`src/tcu_pkg.sv`:
```
// Constants and register map for the timer capture unit
// Functional notes
// - Each unit picks one of two timers
// - Event copies full 16-bit count into pair
// - Mode picks falling, rising, 4th, 16th rising
// - Every capture sets the unit flag
// - New capture overwrites unread value
// - Pin driven as output can still capture
// - Mode change may raise a false flag
// - Prescaler cleared when off, non-capture, reset
// - Prescale switch keeps counter, may false trigger
// - Internally clocked timer holds count in sleep
// - Externally clocked timer captures during sleep
// - Unit 2 pin route: 0 port B, 1 port C
package tcu_pkg;
  localparam logic [7:0] TCU_CTRL1_OFS = 8'h00;
  localparam logic [7:0] TCU_CTRL2_OFS = 8'h04;
  localparam logic [7:0] TCU_VAL1H_OFS = 8'h08;
  localparam logic [7:0] TCU_VAL1L_OFS = 8'h0C;
  localparam logic [7:0] TCU_VAL2H_OFS = 8'h10;
  localparam logic [7:0] TCU_VAL2L_OFS = 8'h14;
  localparam logic [7:0] TCU_TSEL_OFS = 8'h18;
  localparam logic [7:0] TCU_STAT_OFS = 8'h1C;
  localparam logic [7:0] TCU_MASK_OFS = 8'h20;
  localparam logic [7:0] TCU_ROUTE_OFS = 8'h24;
  localparam logic [3:0] TCU_MODE_FALL = 4'h4;
  localparam logic [3:0] TCU_MODE_RISE = 4'h5;
  localparam logic [3:0] TCU_MODE_RISE4 = 4'h6;
  localparam logic [3:0] TCU_MODE_RISE16 = 4'h7;
  localparam logic [3:0] TCU_PS_LAST4 = 4'h3;
  localparam logic [3:0] TCU_PS_LAST16 = 4'hF;
  localparam int TCU_TSEL1_BIT = 0;
  localparam int TCU_TSEL2_BIT = 3;
  localparam logic [7:0] TCU_TSEL_MASK = 8'h09;
  localparam logic [7:0] TCU_CTRL2_MASK = 8'h3F;
  localparam logic TCU_ROUTE_RESET = 1'b1;
  localparam logic [1:0] TCU_RESP_OKAY = 2'b00;
  localparam logic [1:0] TCU_RESP_SLVERR = 2'b10;
endpackage

```
`src/tcu_timer_capture_unit.sv`:
```
// Two-instance input capture unit with AXI4-Lite register access
module tcu_timer_capture_unit
  import tcu_pkg::*;
(
  // Clock and reset
  input wire logic aclk,
  input wire logic aresetn,
  // AXI4-Lite write
  input wire logic [7:0] s_axi_awaddr,
  input wire logic s_axi_awvalid,
  output logic s_axi_awready,
  input wire logic [31:0] s_axi_wdata,
  input wire logic [3:0] s_axi_wstrb,
  input wire logic s_axi_wvalid,
  output logic s_axi_wready,
  output logic [1:0] s_axi_bresp,
  output logic s_axi_bvalid,
  input wire logic s_axi_bready,
  // AXI4-Lite read
  input wire logic [7:0] s_axi_araddr,
  input wire logic s_axi_arvalid,
  output logic s_axi_arready,
  output logic [31:0] s_axi_rdata,
  output logic [1:0] s_axi_rresp,
  output logic s_axi_rvalid,
  input wire logic s_axi_rready,
  // Pins and time bases
  input wire logic unit1_pin,
  input wire logic unit2_pin_portb,
  input wire logic unit2_pin_portc,
  input wire logic [15:0] timebase_a,
  input wire logic [15:0] timebase_b,
  // Interrupt
  output logic irq
);

  logic [7:0] ctrl1_q, ctrl2_q, tsel_q;
  logic [15:0] val1_q, val2_q;
  logic [1:0] stat_q, mask_q;
  logic route_q;
  logic [2:0] sync1_q, sync2b_q, sync2c_q;
  logic prev1_q, prev2_q;
  logic [3:0] ps1_q, ps2_q;
  logic cap1, cap2;
  logic lvl1, lvl2;

  // Write channel state
  logic [7:0] awaddr_q;
  logic aw_have_q, w_have_q;
  logic [31:0] wdata_q;
  logic [3:0] wstrb_q;
  logic wr_go;

  // A level counts once second and third stages agree; else hold old level
  function automatic logic filt(input logic [2:0] s, input logic prev);
    filt = (s[1] == s[2]) ? s[1] : prev;
  endfunction

  // Capture decision and next prescaler value for one unit
  function automatic logic [4:0] cap_step(input logic [3:0] mode, input logic prev,
                                          input logic cur, input logic [3:0] ps);
    logic rise;
    logic fall;
    rise = cur & ~prev;
    fall = prev & ~cur;
    cap_step = {1'b0, ps};
    case (mode)
      TCU_MODE_FALL: cap_step = {fall, ps};
      TCU_MODE_RISE: cap_step = {rise, ps};
      TCU_MODE_RISE4: begin
        if (rise) begin
          // Counter not cleared on prescale switch: false capture possible
          cap_step = (ps >= TCU_PS_LAST4) ? {1'b1, 4'h0} : {1'b0, ps + 4'h1};
        end
      end
      TCU_MODE_RISE16: begin
        if (rise) begin
          cap_step = (ps == TCU_PS_LAST16) ? {1'b1, 4'h0} : {1'b0, ps + 4'h1};
        end
      end
      default: cap_step = 5'h00;
    endcase
  endfunction

  function automatic logic [31:0] rd_mux(input logic [7:0] a, input logic [7:0] c1,
      input logic [7:0] c2, input logic [15:0] v1, input logic [15:0] v2,
      input logic [7:0] ts, input logic [1:0] st, input logic [1:0] mk, input logic rt);
    case (a)
      TCU_CTRL1_OFS: rd_mux = {24'h000000, c1};
      TCU_CTRL2_OFS: rd_mux = {24'h000000, c2};
      TCU_VAL1H_OFS: rd_mux = {24'h000000, v1[15:8]};
      TCU_VAL1L_OFS: rd_mux = {24'h000000, v1[7:0]};
      TCU_VAL2H_OFS: rd_mux = {24'h000000, v2[15:8]};
      TCU_VAL2L_OFS: rd_mux = {24'h000000, v2[7:0]};
      TCU_TSEL_OFS: rd_mux = {24'h000000, ts};
      TCU_STAT_OFS: rd_mux = {30'h00000000, st};
      TCU_MASK_OFS: rd_mux = {30'h00000000, mk};
      TCU_ROUTE_OFS: rd_mux = {31'h00000000, rt};
      default: rd_mux = 32'h00000000;
    endcase
  endfunction

  function automatic logic known(input logic [7:0] a);
    known = (a == TCU_CTRL1_OFS) || (a == TCU_CTRL2_OFS) || (a == TCU_VAL1H_OFS) ||
            (a == TCU_VAL1L_OFS) || (a == TCU_VAL2H_OFS) || (a == TCU_VAL2L_OFS) ||
            (a == TCU_TSEL_OFS) || (a == TCU_STAT_OFS) || (a == TCU_MASK_OFS) ||
            (a == TCU_ROUTE_OFS);
  endfunction

  // Register write strobe: only byte lane 0 carries register bits
  function automatic logic wr_hit(input logic go, input logic [3:0] strb,
                                  input logic [7:0] a, input logic [7:0] ofs);
    wr_hit = go && strb[0] && (a == ofs);
  endfunction

  // Pin synchronisers; pin sampled as level so port writes on an output pin still count
  always_ff @(posedge aclk) begin
    if (!aresetn) begin
      sync1_q <= 3'h0;
    end else begin
      sync1_q <= {sync1_q[1:0], unit1_pin};
    end
  end

  always_ff @(posedge aclk) begin
    if (!aresetn) begin
      sync2b_q <= 3'h0;
    end else begin
      sync2b_q <= {sync2b_q[1:0], unit2_pin_portb};
    end
  end

  always_ff @(posedge aclk) begin
    if (!aresetn) begin
      sync2c_q <= 3'h0;
    end else begin
      sync2c_q <= {sync2c_q[1:0], unit2_pin_portc};
    end
  end

  assign lvl1 = filt(sync1_q, prev1_q);
  // Route switch may look like an edge; treat like a mode change
  assign lvl2 = route_q ? filt(sync2c_q, prev2_q) : filt(sync2b_q, prev2_q);

  // Last accepted levels, the reference for edge detection
  always_ff @(posedge aclk) begin
    if (!aresetn) begin
      prev1_q <= 1'b0;
    end else begin
      prev1_q <= lvl1;
    end
  end

  always_ff @(posedge aclk) begin
    if (!aresetn) begin
      prev2_q <= 1'b0;
    end else begin
      prev2_q <= lvl2;
    end
  end

  logic [4:0] step1, step2;
  assign step1 = cap_step(ctrl1_q[3:0], prev1_q, lvl1, ps1_q);
  assign step2 = cap_step(ctrl2_q[3:0], prev2_q, lvl2, ps2_q);
  assign cap1 = step1[4];
  assign cap2 = step2[4];

  // Prescalers, one per unit
  always_ff @(posedge aclk) begin
    if (!aresetn) begin
      ps1_q <= 4'h0;
    end else begin
      ps1_q <= step1[3:0];
    end
  end

  always_ff @(posedge aclk) begin
    if (!aresetn) begin
      ps2_q <= 4'h0;
    end else begin
      ps2_q <= step2[3:0];
    end
  end

  // Software writes to the value registers
  logic wr_v1h, wr_v1l, wr_v2h, wr_v2l;
  assign wr_v1h = wr_hit(wr_go, wstrb_q, awaddr_q, TCU_VAL1H_OFS);
  assign wr_v1l = wr_hit(wr_go, wstrb_q, awaddr_q, TCU_VAL1L_OFS);
  assign wr_v2h = wr_hit(wr_go, wstrb_q, awaddr_q, TCU_VAL2H_OFS);
  assign wr_v2l = wr_hit(wr_go, wstrb_q, awaddr_q, TCU_VAL2L_OFS);

  // Captured values; time bases freeze externally in sleep, so capture just follows
  always_ff @(posedge aclk) begin
    if (!aresetn) begin
      val1_q <= 16'h0000;
    end else if (cap1) begin
      val1_q <= tsel_q[TCU_TSEL1_BIT] ? timebase_b : timebase_a;
    end else if (wr_v1h) begin
      val1_q[15:8] <= wdata_q[7:0];
    end else if (wr_v1l) begin
      val1_q[7:0] <= wdata_q[7:0];
    end
  end

  // Capture wins over a software write in the same cycle
  always_ff @(posedge aclk) begin
    if (!aresetn) begin
      val2_q <= 16'h0000;
    end else if (cap2) begin
      val2_q <= tsel_q[TCU_TSEL2_BIT] ? timebase_b : timebase_a;
    end else if (wr_v2h) begin
      val2_q[15:8] <= wdata_q[7:0];
    end else if (wr_v2l) begin
      val2_q[7:0] <= wdata_q[7:0];
    end
  end

  // AXI write acceptance; held off while a response waits
  assign wr_go = aw_have_q && w_have_q && !s_axi_bvalid;

  // Write address channel
  always_ff @(posedge aclk) begin
    if (!aresetn) begin
      aw_have_q <= 1'b0;
      awaddr_q <= 8'h00;
      s_axi_awready <= 1'b0;
    end else begin
      s_axi_awready <= !aw_have_q && !s_axi_awready && !s_axi_bvalid;
      if (s_axi_awvalid && s_axi_awready) begin
        aw_have_q <= 1'b1;
        awaddr_q <= s_axi_awaddr;
        s_axi_awready <= 1'b0;
      end
      if (wr_go) begin
        aw_have_q <= 1'b0;
        s_axi_awready <= 1'b0;
      end
    end
  end

  // Write data channel
  always_ff @(posedge aclk) begin
    if (!aresetn) begin
      w_have_q <= 1'b0;
      wdata_q <= 32'h00000000;
      wstrb_q <= 4'h0;
      s_axi_wready <= 1'b0;
    end else begin
      s_axi_wready <= !w_have_q && !s_axi_wready && !s_axi_bvalid;
      if (s_axi_wvalid && s_axi_wready) begin
        w_have_q <= 1'b1;
        wdata_q <= s_axi_wdata;
        wstrb_q <= s_axi_wstrb;
        s_axi_wready <= 1'b0;
      end
      if (wr_go) begin
        w_have_q <= 1'b0;
        s_axi_wready <= 1'b0;
      end
    end
  end

  // Write response channel
  always_ff @(posedge aclk) begin
    if (!aresetn) begin
      s_axi_bvalid <= 1'b0;
      s_axi_bresp <= TCU_RESP_OKAY;
    end else if (wr_go) begin
      s_axi_bvalid <= 1'b1;
      s_axi_bresp <= known(awaddr_q) ? TCU_RESP_OKAY : TCU_RESP_SLVERR;
    end else if (s_axi_bvalid && s_axi_bready) begin
      s_axi_bvalid <= 1'b0;
    end
  end

  // Configuration register strobes
  logic wr_c1, wr_c2, wr_ts, wr_mk, wr_rt, wr_st;
  assign wr_c1 = wr_hit(wr_go, wstrb_q, awaddr_q, TCU_CTRL1_OFS);
  assign wr_c2 = wr_hit(wr_go, wstrb_q, awaddr_q, TCU_CTRL2_OFS);
  assign wr_ts = wr_hit(wr_go, wstrb_q, awaddr_q, TCU_TSEL_OFS);
  assign wr_mk = wr_hit(wr_go, wstrb_q, awaddr_q, TCU_MASK_OFS);
  assign wr_rt = wr_hit(wr_go, wstrb_q, awaddr_q, TCU_ROUTE_OFS);
  assign wr_st = wr_hit(wr_go, wstrb_q, awaddr_q, TCU_STAT_OFS);

  // Mode writes take effect at once; a false capture is left to software
  always_ff @(posedge aclk) begin
    if (!aresetn) begin
      ctrl1_q <= 8'h00;
    end else if (wr_c1) begin
      ctrl1_q <= wdata_q[7:0];
    end
  end

  // Reserved bits stay zero
  always_ff @(posedge aclk) begin
    if (!aresetn) begin
      ctrl2_q <= 8'h00;
    end else if (wr_c2) begin
      ctrl2_q <= wdata_q[7:0] & TCU_CTRL2_MASK;
    end
  end

  always_ff @(posedge aclk) begin
    if (!aresetn) begin
      tsel_q <= 8'h00;
    end else if (wr_ts) begin
      tsel_q <= wdata_q[7:0] & TCU_TSEL_MASK;
    end
  end

  always_ff @(posedge aclk) begin
    if (!aresetn) begin
      mask_q <= 2'b00;
    end else if (wr_mk) begin
      mask_q <= wdata_q[1:0];
    end
  end

  always_ff @(posedge aclk) begin
    if (!aresetn) begin
      route_q <= TCU_ROUTE_RESET;
    end else if (wr_rt) begin
      route_q <= wdata_q[0];
    end
  end

  // Sticky flags: set wins over write-one-to-clear
  logic [1:0] stat_clr;
  assign stat_clr = wr_st ? wdata_q[1:0] : 2'b00;

  always_ff @(posedge aclk) begin
    if (!aresetn) begin
      stat_q <= 2'b00;
    end else begin
      stat_q <= (stat_q & ~stat_clr) | {cap2, cap1};
    end
  end

  // Registered, so the line lags the flags by one cycle
  always_ff @(posedge aclk) begin
    if (!aresetn) begin
      irq <= 1'b0;
    end else begin
      irq <= |(stat_q & mask_q);
    end
  end

  // AXI read
  logic rd_take;
  assign rd_take = s_axi_arvalid && s_axi_arready;

  always_ff @(posedge aclk) begin
    if (!aresetn) begin
      s_axi_arready <= 1'b0;
    end else if (rd_take) begin
      s_axi_arready <= 1'b0;
    end else begin
      s_axi_arready <= !s_axi_rvalid && !s_axi_arready;
    end
  end

  always_ff @(posedge aclk) begin
    if (!aresetn) begin
      s_axi_rvalid <= 1'b0;
    end else if (rd_take) begin
      s_axi_rvalid <= 1'b1;
    end else if (s_axi_rvalid && s_axi_rready) begin
      s_axi_rvalid <= 1'b0;
    end
  end

  // Data and response stand until the answer is taken
  always_ff @(posedge aclk) begin
    if (!aresetn) begin
      s_axi_rdata <= 32'h00000000;
      s_axi_rresp <= TCU_RESP_OKAY;
    end else if (rd_take) begin
      s_axi_rdata <= rd_mux(s_axi_araddr, ctrl1_q, ctrl2_q, val1_q, val2_q,
                            tsel_q, stat_q, mask_q, route_q);
      s_axi_rresp <= known(s_axi_araddr) ? TCU_RESP_OKAY : TCU_RESP_SLVERR;
    end
  end

endmodule // tcu_timer_capture_unit
```
`config.mk`:
```
export PLATFORM = sky130hd
export DESIGN_NAME = tcu_timer_capture_unit
export DESIGN_NICKNAME = d
export VERILOG_FILES = /design/src/tcu_pkg.sv /design/src/tcu_timer_capture_unit.sv
export SDC_FILE = /design/constraint.sdc
export NUM_CORES = 1
export LEC_CHECK = 0
export CAP_MARGIN = 20
export CORE_MARGIN = 5
export CORE_UTILIZATION = 41
export DETAILED_ROUTE_END_ITERATION = 10
export DONT_BUFFER_PORTS = 1
export PLACE_DENSITY_LB_ADDON = 0.12
export SYNTH_ARGS = -nofsm -noshare
export SYNTH_HDL_FRONTEND = slang
export SYNTH_SLANG_ARGS = --single-unit
export TNS_END_PERCENT = 5
```
`constraint.sdc`:
```
create_clock -name aclk -period 2 [get_ports aclk]
set_input_delay 0.1 -clock aclk [delete_from_list [all_inputs] [get_ports aclk]]
set_output_delay 0.1 -clock aclk [all_outputs]
set_load 0.01 [all_outputs]
```
After elaboration in Yosys (flattened, before gate mapping)
Index checks and enable logic that the tools add are counted.

Bits in registers: 133. Bits of input ports: 94.

$lt $le $gt $ge: 2. Bitwise operators: 17. Equality and inequality tests: 37. Mux-type cells: 32. $add $sub $neg: 2. Reduce and logical (&&, ||, !) cells: 65.

Operator list (count): case mux 8 bit (10 select lines) (1); equality test 8 x 5 -> 1 bit (second input constant) (8); 2-to-1 mux 16 bit (4); 2-to-1 mux 8 bit (6); 2-to-1 mux 5 bit (8); case mux 5 bit (4 select lines) (2); equality test 4 x 3 -> 1 bit (second input constant) (8); equality test 8 x 4 -> 1 bit (second input constant) (4); equality test 8 x 6 -> 1 bit (second input constant) (4); logical AND 1 bit (23); logical OR 1 bit (18); equality test 8 x 3 -> 1 bit (second input constant) (2); logical NOT 8 bit (2); inequality test 2 bit (second input constant) (6); nonzero test 2 bit (6); inverter 1 bit (9); adder 4 x 1 -> 4 bit (second input constant) (2); equality test 4 bit (second input constant) (2); greater-or-equal comparator 4 x 2 -> 1 bit (second input constant) (2); 2-to-1 mux 1 bit (8); AND reduction 4 bit (2); logical NOT 1 bit (7); 2-to-1 mux 2 bit (3); OR reduction 2 bit (3); other kinds (7) (15).

Depth between registers and ports, before layout
Depth in word-level cells: 11. Depth in mapped cells: 8. Gate-level depth less buffers: 6.

Worst setup path before layout
OpenSTA, ideal clock, no wires.

Kind: register to register. Start point: reg prev2_q. End point: reg val2_q[0]. Path buffers: 2. Setup slack: 170 ps. Data arrival time: 1714 ps. Cell stages (with the launch flop): 8. Setup time: 116 ps. Cells stage by stage: dfxtp_1 a21oi_1 o32a_1 mux2i_4 and2_1 buf_6 buf_6 o211a_1.

Longest elaborated chain between the ends: 7. Elaborated cells on any way between the ends: 14. Classes of those cells: eq/ne (1); mux (7); bitwise (4); reduce/logical (2).

Ends and longest elaborated chain: from (decl) (RTL line tcu_timer_capture_unit.sv:42) `logic prev1_q, prev2_q;`; from (signal assigned) (RTL line tcu_timer_capture_unit.sv:158) `prev2_q <= lvl2;`; 2-to-1 mux 1 bit (RTL line tcu_timer_capture_unit.sv:56) `filt = (s[1] == s[2]) ? s[1] : prev;`; 2-to-1 mux 1 bit (RTL line tcu_timer_capture_unit.sv:143) `assign lvl2 = route_q ? filt(sync2c_q, prev2_q) : filt(sync2b_q, prev2_q);`; AND 1 bit or inverter 1 bit (tied branches) (RTL line tcu_timer_capture_unit.sv:64, tcu_timer_capture_unit.sv:65); 2-to-1 mux 5 bit (tied with other cells) (RTL line tcu_timer_capture_unit.sv:77) `if (rise) begin`; case mux 5 bit (4 select lines) (*) (RTL line tcu_timer_capture_unit.sv:67) `case (mode)`; inequality test 2 bit (no line) or nonzero test 2 bit (tied branches); AND reduction 2 bit (no line); to (signal assigned) (RTL line tcu_timer_capture_unit.sv:210) `val2_q <= tsel_q[TCU_TSEL2_BIT] ? timebase_b : timebase_a;`; to (signal assigned) (RTL line tcu_timer_capture_unit.sv:214) `val2_q[7:0] <= wdata_q[7:0];`; to (decl) (RTL line tcu_timer_capture_unit.sv:38) `logic [15:0] val1_q, val2_q;`.

Mark *: on every way between the ends. The rest lies on a longest branch, timed or not. The select of a mux whose other input is x is not followed. A chain may end at the register's enable or synchronous reset.

Final worst setup path
Start point: reg ctrl1_q[0]. End point: reg val1_q[15].

Longest elaborated chain between the ends: 3. Elaborated cells on any way between the ends: 7. Classes of those cells: eq/ne (4); mux (2); reduce/logical (1).

Ends and longest elaborated chain: from (decl) (RTL line tcu_timer_capture_unit.sv:37) `logic [7:0] ctrl1_q, ctrl2_q, tsel_q;`; from (signal assigned) (RTL line tcu_timer_capture_unit.sv:290) `ctrl1_q <= wdata_q[7:0];`; equality test 4 x 3 -> 1 bit (RTL line tcu_timer_capture_unit.sv:67); case mux 5 bit (4 select lines) (*) (RTL line tcu_timer_capture_unit.sv:67); 2-to-1 mux 16 bit or nonzero test 2 bit (tied branches); to (signal assigned) (RTL line tcu_timer_capture_unit.sv:197) `val1_q <= tsel_q[TCU_TSEL1_BIT] ? timebase_b : timebase_a;`; to (signal assigned) (RTL line tcu_timer_capture_unit.sv:199) `val1_q[15:8] <= wdata_q[7:0];`; to (decl) (RTL line tcu_timer_capture_unit.sv:38).

Mark *: on every way between the ends. The rest lies on a longest branch, timed or not.

==> flow_metrics.tcl <==
set metrics [dict create \
    nets 721 \
    setup_viol 0 \
    synth_top_area_share_pct 37.8 \
    ys_warn_count 0 \
    routedWlPerCell_um 18.5 \
    holdWs_ns 0.0123 \
    std_cell_rows 43 \
    drc 0 \
    fp.dieH_um 128 \
    p_clk_share_pct 42.7 \
    synth_area_um2 5670 \
    cpMostUsedCell "a21oi_2" \
    hold_path_class "in -> reg" \
    drive_above_1_share_pct 13.7 \
    start_kind "register" \
    r2r-end "val1_q[15]$_SDFFE_PN0P_" \
    vias_per_cell 5.44 \
    route.vias.total 4408 \
    rrSetupSlack_ns 0.09 \
    async_reset_ff_share_pct 0 \
    worstSetupPathType "reg -> reg" \
    seq_area_frac_synth_pct 37.8 \
    yosys.area.top_type "dfxtp_1" \
    status "finished clean" \
    firstDrtPassIters 4 \
    p_switching_mw 1.07 \
    htreeDepth 3 \
    syn_to_final_growth_pct 14.0 \
    crit_chain "or4b_1 -> a21oi_2 -> a21oi_2 -> or2_2 -> a21oi_1" \
    rsz0062_at_grt "no" \
    rr_startpoint "ctrl1_q[0]$_SDFFE_PN0P_" \
    power_density_nw_per_um2 678 \
    die_w_um 128 \
    pre_cts_ws_ns 0.0110 \
    fin_crit_sh_pct 95.6 \
    hpwl_mm 10.5 \
    mostFrequentLayoutCell "dfxtp_1" \
    ys.flop_type "dfxtp_1" \
    p_int_mw 3.32 \
    synth_enable_flop_cells 0 \
    synthCells 600 \
    p_sw_share_pct 24.4 \
    mostFrequentLayoutCells "107 x dfxtp_1, 63 x mux2i_1, 49 x nand2_1" \
    root_buffer "clkbuf_16" \
    seqCellArea_um2 2140 \
    grt_antenna_before_repair 0 \
    fin_skew_ns 0.0102 \
    worstPathArrival_ns 2.20 \
    cts.sinks 107 \
    clk_latency_ns 0.36 \
    slew_headroom_pct 65.2 \
    critPathMaxStageDelay_ns 0.56 \
    fin_crit_ns 1.91 \
    worstSetupEndpointType "register" \
    slowest_stage "or4b_1" \
    ir_drop_mv 0.377 \
    timing.final.hold_violations 0 \
    grt_overflow 0 \
    grt_pass1_wl_mm 23.9 \
    start_util_pct 41.3 \
    core_um2 13700 \
    rr_worst_depth 5 \
    tritoncts "done" \
    syn_avg_cell_area_um2 9.45 \
    cp.required_ns 2.29 \
    p_leak_nw 2.63 \
    cts.clk_slew.worst_paths_ns 0.08 \
    grt_max_degree 104 \
    slew_violations 0 \
    cp_max_fo 17 \
    power_frac_comb_pct 6.7 \
    multi_input_area_um2 3220 \
    seqPwrFrac_pct 50.6 \
    ios 136 \
    whs_endpoint "val2_q[13]$_SDFFE_PN0P_" \
    track_usage_pct 18.7 \
    cts.path.max_buffers 2 \
    holdCritStartpoint "timebase_a[13]" \
    ys_top_cells_by_area "dfxtp_1 38%, mux2i_1 11%, mux2_2 7.0%" \
    yosysUniqueCellTypes 56 \
    first_iter_violations 242 \
    fmax_ghz 0.523 \
    worst_slack_ns 0.0874 \
    cts-buffers-inserted 9 \
    diodes 0 \
    die_area_um2 16300 \
    port_buffers 0 \
    tightestPinTransition_ns 0.521 \
    synth-seq-cells 107 \
    grt_pass1_vias 4400 \
    maxCapViolCount 0 \
    nFillCells 1337 \
    worstHoldPathCells 2 \
    drt-total-wl_mm 15.0 \
    finalSetupTns_ns 0 \
    antenna_left 0 \
    gp_congestion 0.823 \
]
==> worst max-delay path: cells and delay by family (launching register included) <==
kind	cells	cell delay (ns)
simple gates	2	1.03
compound gates	3	0.45
flops	1	0.36
==> metrics by stage <==
| step | util, % | power [mW] | cell area (µm²) | instances |
|---|---|---|---|---|
| 5_1_grt | 47.1 | 4.56 | 6470 | 810 |
| 3_5_place_dp | 42.4 | 2.48 | 5810 | 761 |
| 6_report | 47.1 | 4.39 | 6470 | 810 |
| 3_3_place_gp | 42.4 | 2.47 | 5810 | 761 |
| 4_1_cts | 47.1 | 4.43 | 6460 | 809 |
| 2_1_floorplan | - | 2.49 | 5760 | 625 |
==> sequential cells by signal (all words and copies together), names as in the netlist, 6 cells and up <==
register / count
val2_q: 16
val1_q: 16
ctrl1_q: 8
awaddr_q: 8
ctrl2_q: 6
s_axi_rdata: 8
wdata_q: 8
==> layer usage <==
metal	wire length, µm	track usage [%]
met3	792	3.64
met4	199	5.74
met2	7060	30.8
met1	6940	24.8
met5	0	0
==> cell type report <==
type                    instances  area share [%]
multi-input cells             446            49.8
flip-flops and latches        107            33.1
repair buffers                 55            8.51
clock buffers                  10            3.54
well taps                     180            3.48
clock inverters                 6            1.22
inverters                       6           0.348
==> synth_stat cells, types with 6 or more instances <==
| cell | n |
|---|---|
| o21ai_0 | 10 |
| buf_4 | 26 |
| o21ai_1 | 7 |
| mux2_2 | 35 |
| nor2_1 | 6 |
| nor2b_1 | 32 |
| o31ai_1 | 16 |
| clkbuf_1 | 27 |
| nand2_1 | 49 |
| a21oi_1 | 31 |
| o211a_1 | 16 |
| dfxtp_1 | 107 |
| a21boi_0 | 20 |
| nand3b_1 | 9 |
| nand3_1 | 32 |
| and2_1 | 12 |
| mux2i_1 | 63 |
| nand2b_1 | 6 |
| a22oi_1 | 9 |
==> worst max path at each step <==
stage,startpoint,end,slack (ns),cells past startpoint
2_1_floorplan,prev2_q$_SDFF_PN0_,val2_q[0]$_SDFFE_PN0P_,0.17,7
6_report,ctrl1_q[0]$_SDFFE_PN0P_,val1_q[15]$_SDFFE_PN0P_,0.09,5
3_5_place_dp,ps1_q[1]$_SDFFE_PN0P_,val1_q[15]$_SDFFE_PN0P_,0.01,6
3_3_place_gp,ps1_q[1]$_SDFFE_PN0P_,val1_q[15]$_SDFFE_PN0P_,0.07,6
4_1_cts,ps1_q[1]$_SDFFE_PN0P_,val1_q[15]$_SDFFE_PN0P_,0.01,6
5_1_grt,awaddr_q[0]$_SDFFE_PN0P_,val2_q[5]$_SDFFE_PN0P_,0.01,6
==> power groups by stage <==
stage	registers, mW	clock network [mW]	logic (mW)
after global routing	2.23	2.01	0.323
final	2.22	1.87	0.292
after global placement	2.27	0	0.203
after CTS	2.22	1.92	0.290
after floorplan	2.24	0	0.245
after detailed placement	2.27	0	0.204
==> logic make-up after synthesis <==
| group | synth area share [%] |
|---|---|
| buffers and inverters | 7.13 |
| other | 0.0661 |
| AOI/OAI and AO/OA | 16.3 |
| and+or+nand+nor | 18.2 |
| adders and majority gates | 0.441 |
| muxes | 20.1 |
| DFF | 37.8 |
==> timing repair <==
action	CTS	global route
endpoints found under the hold margin	103	1
endpoints found under the setup margin	0	17
buffers inserted	0	0
hold buffers	32	1
gates resized for setup	0	1
Power figures use the tool's default switching activity.
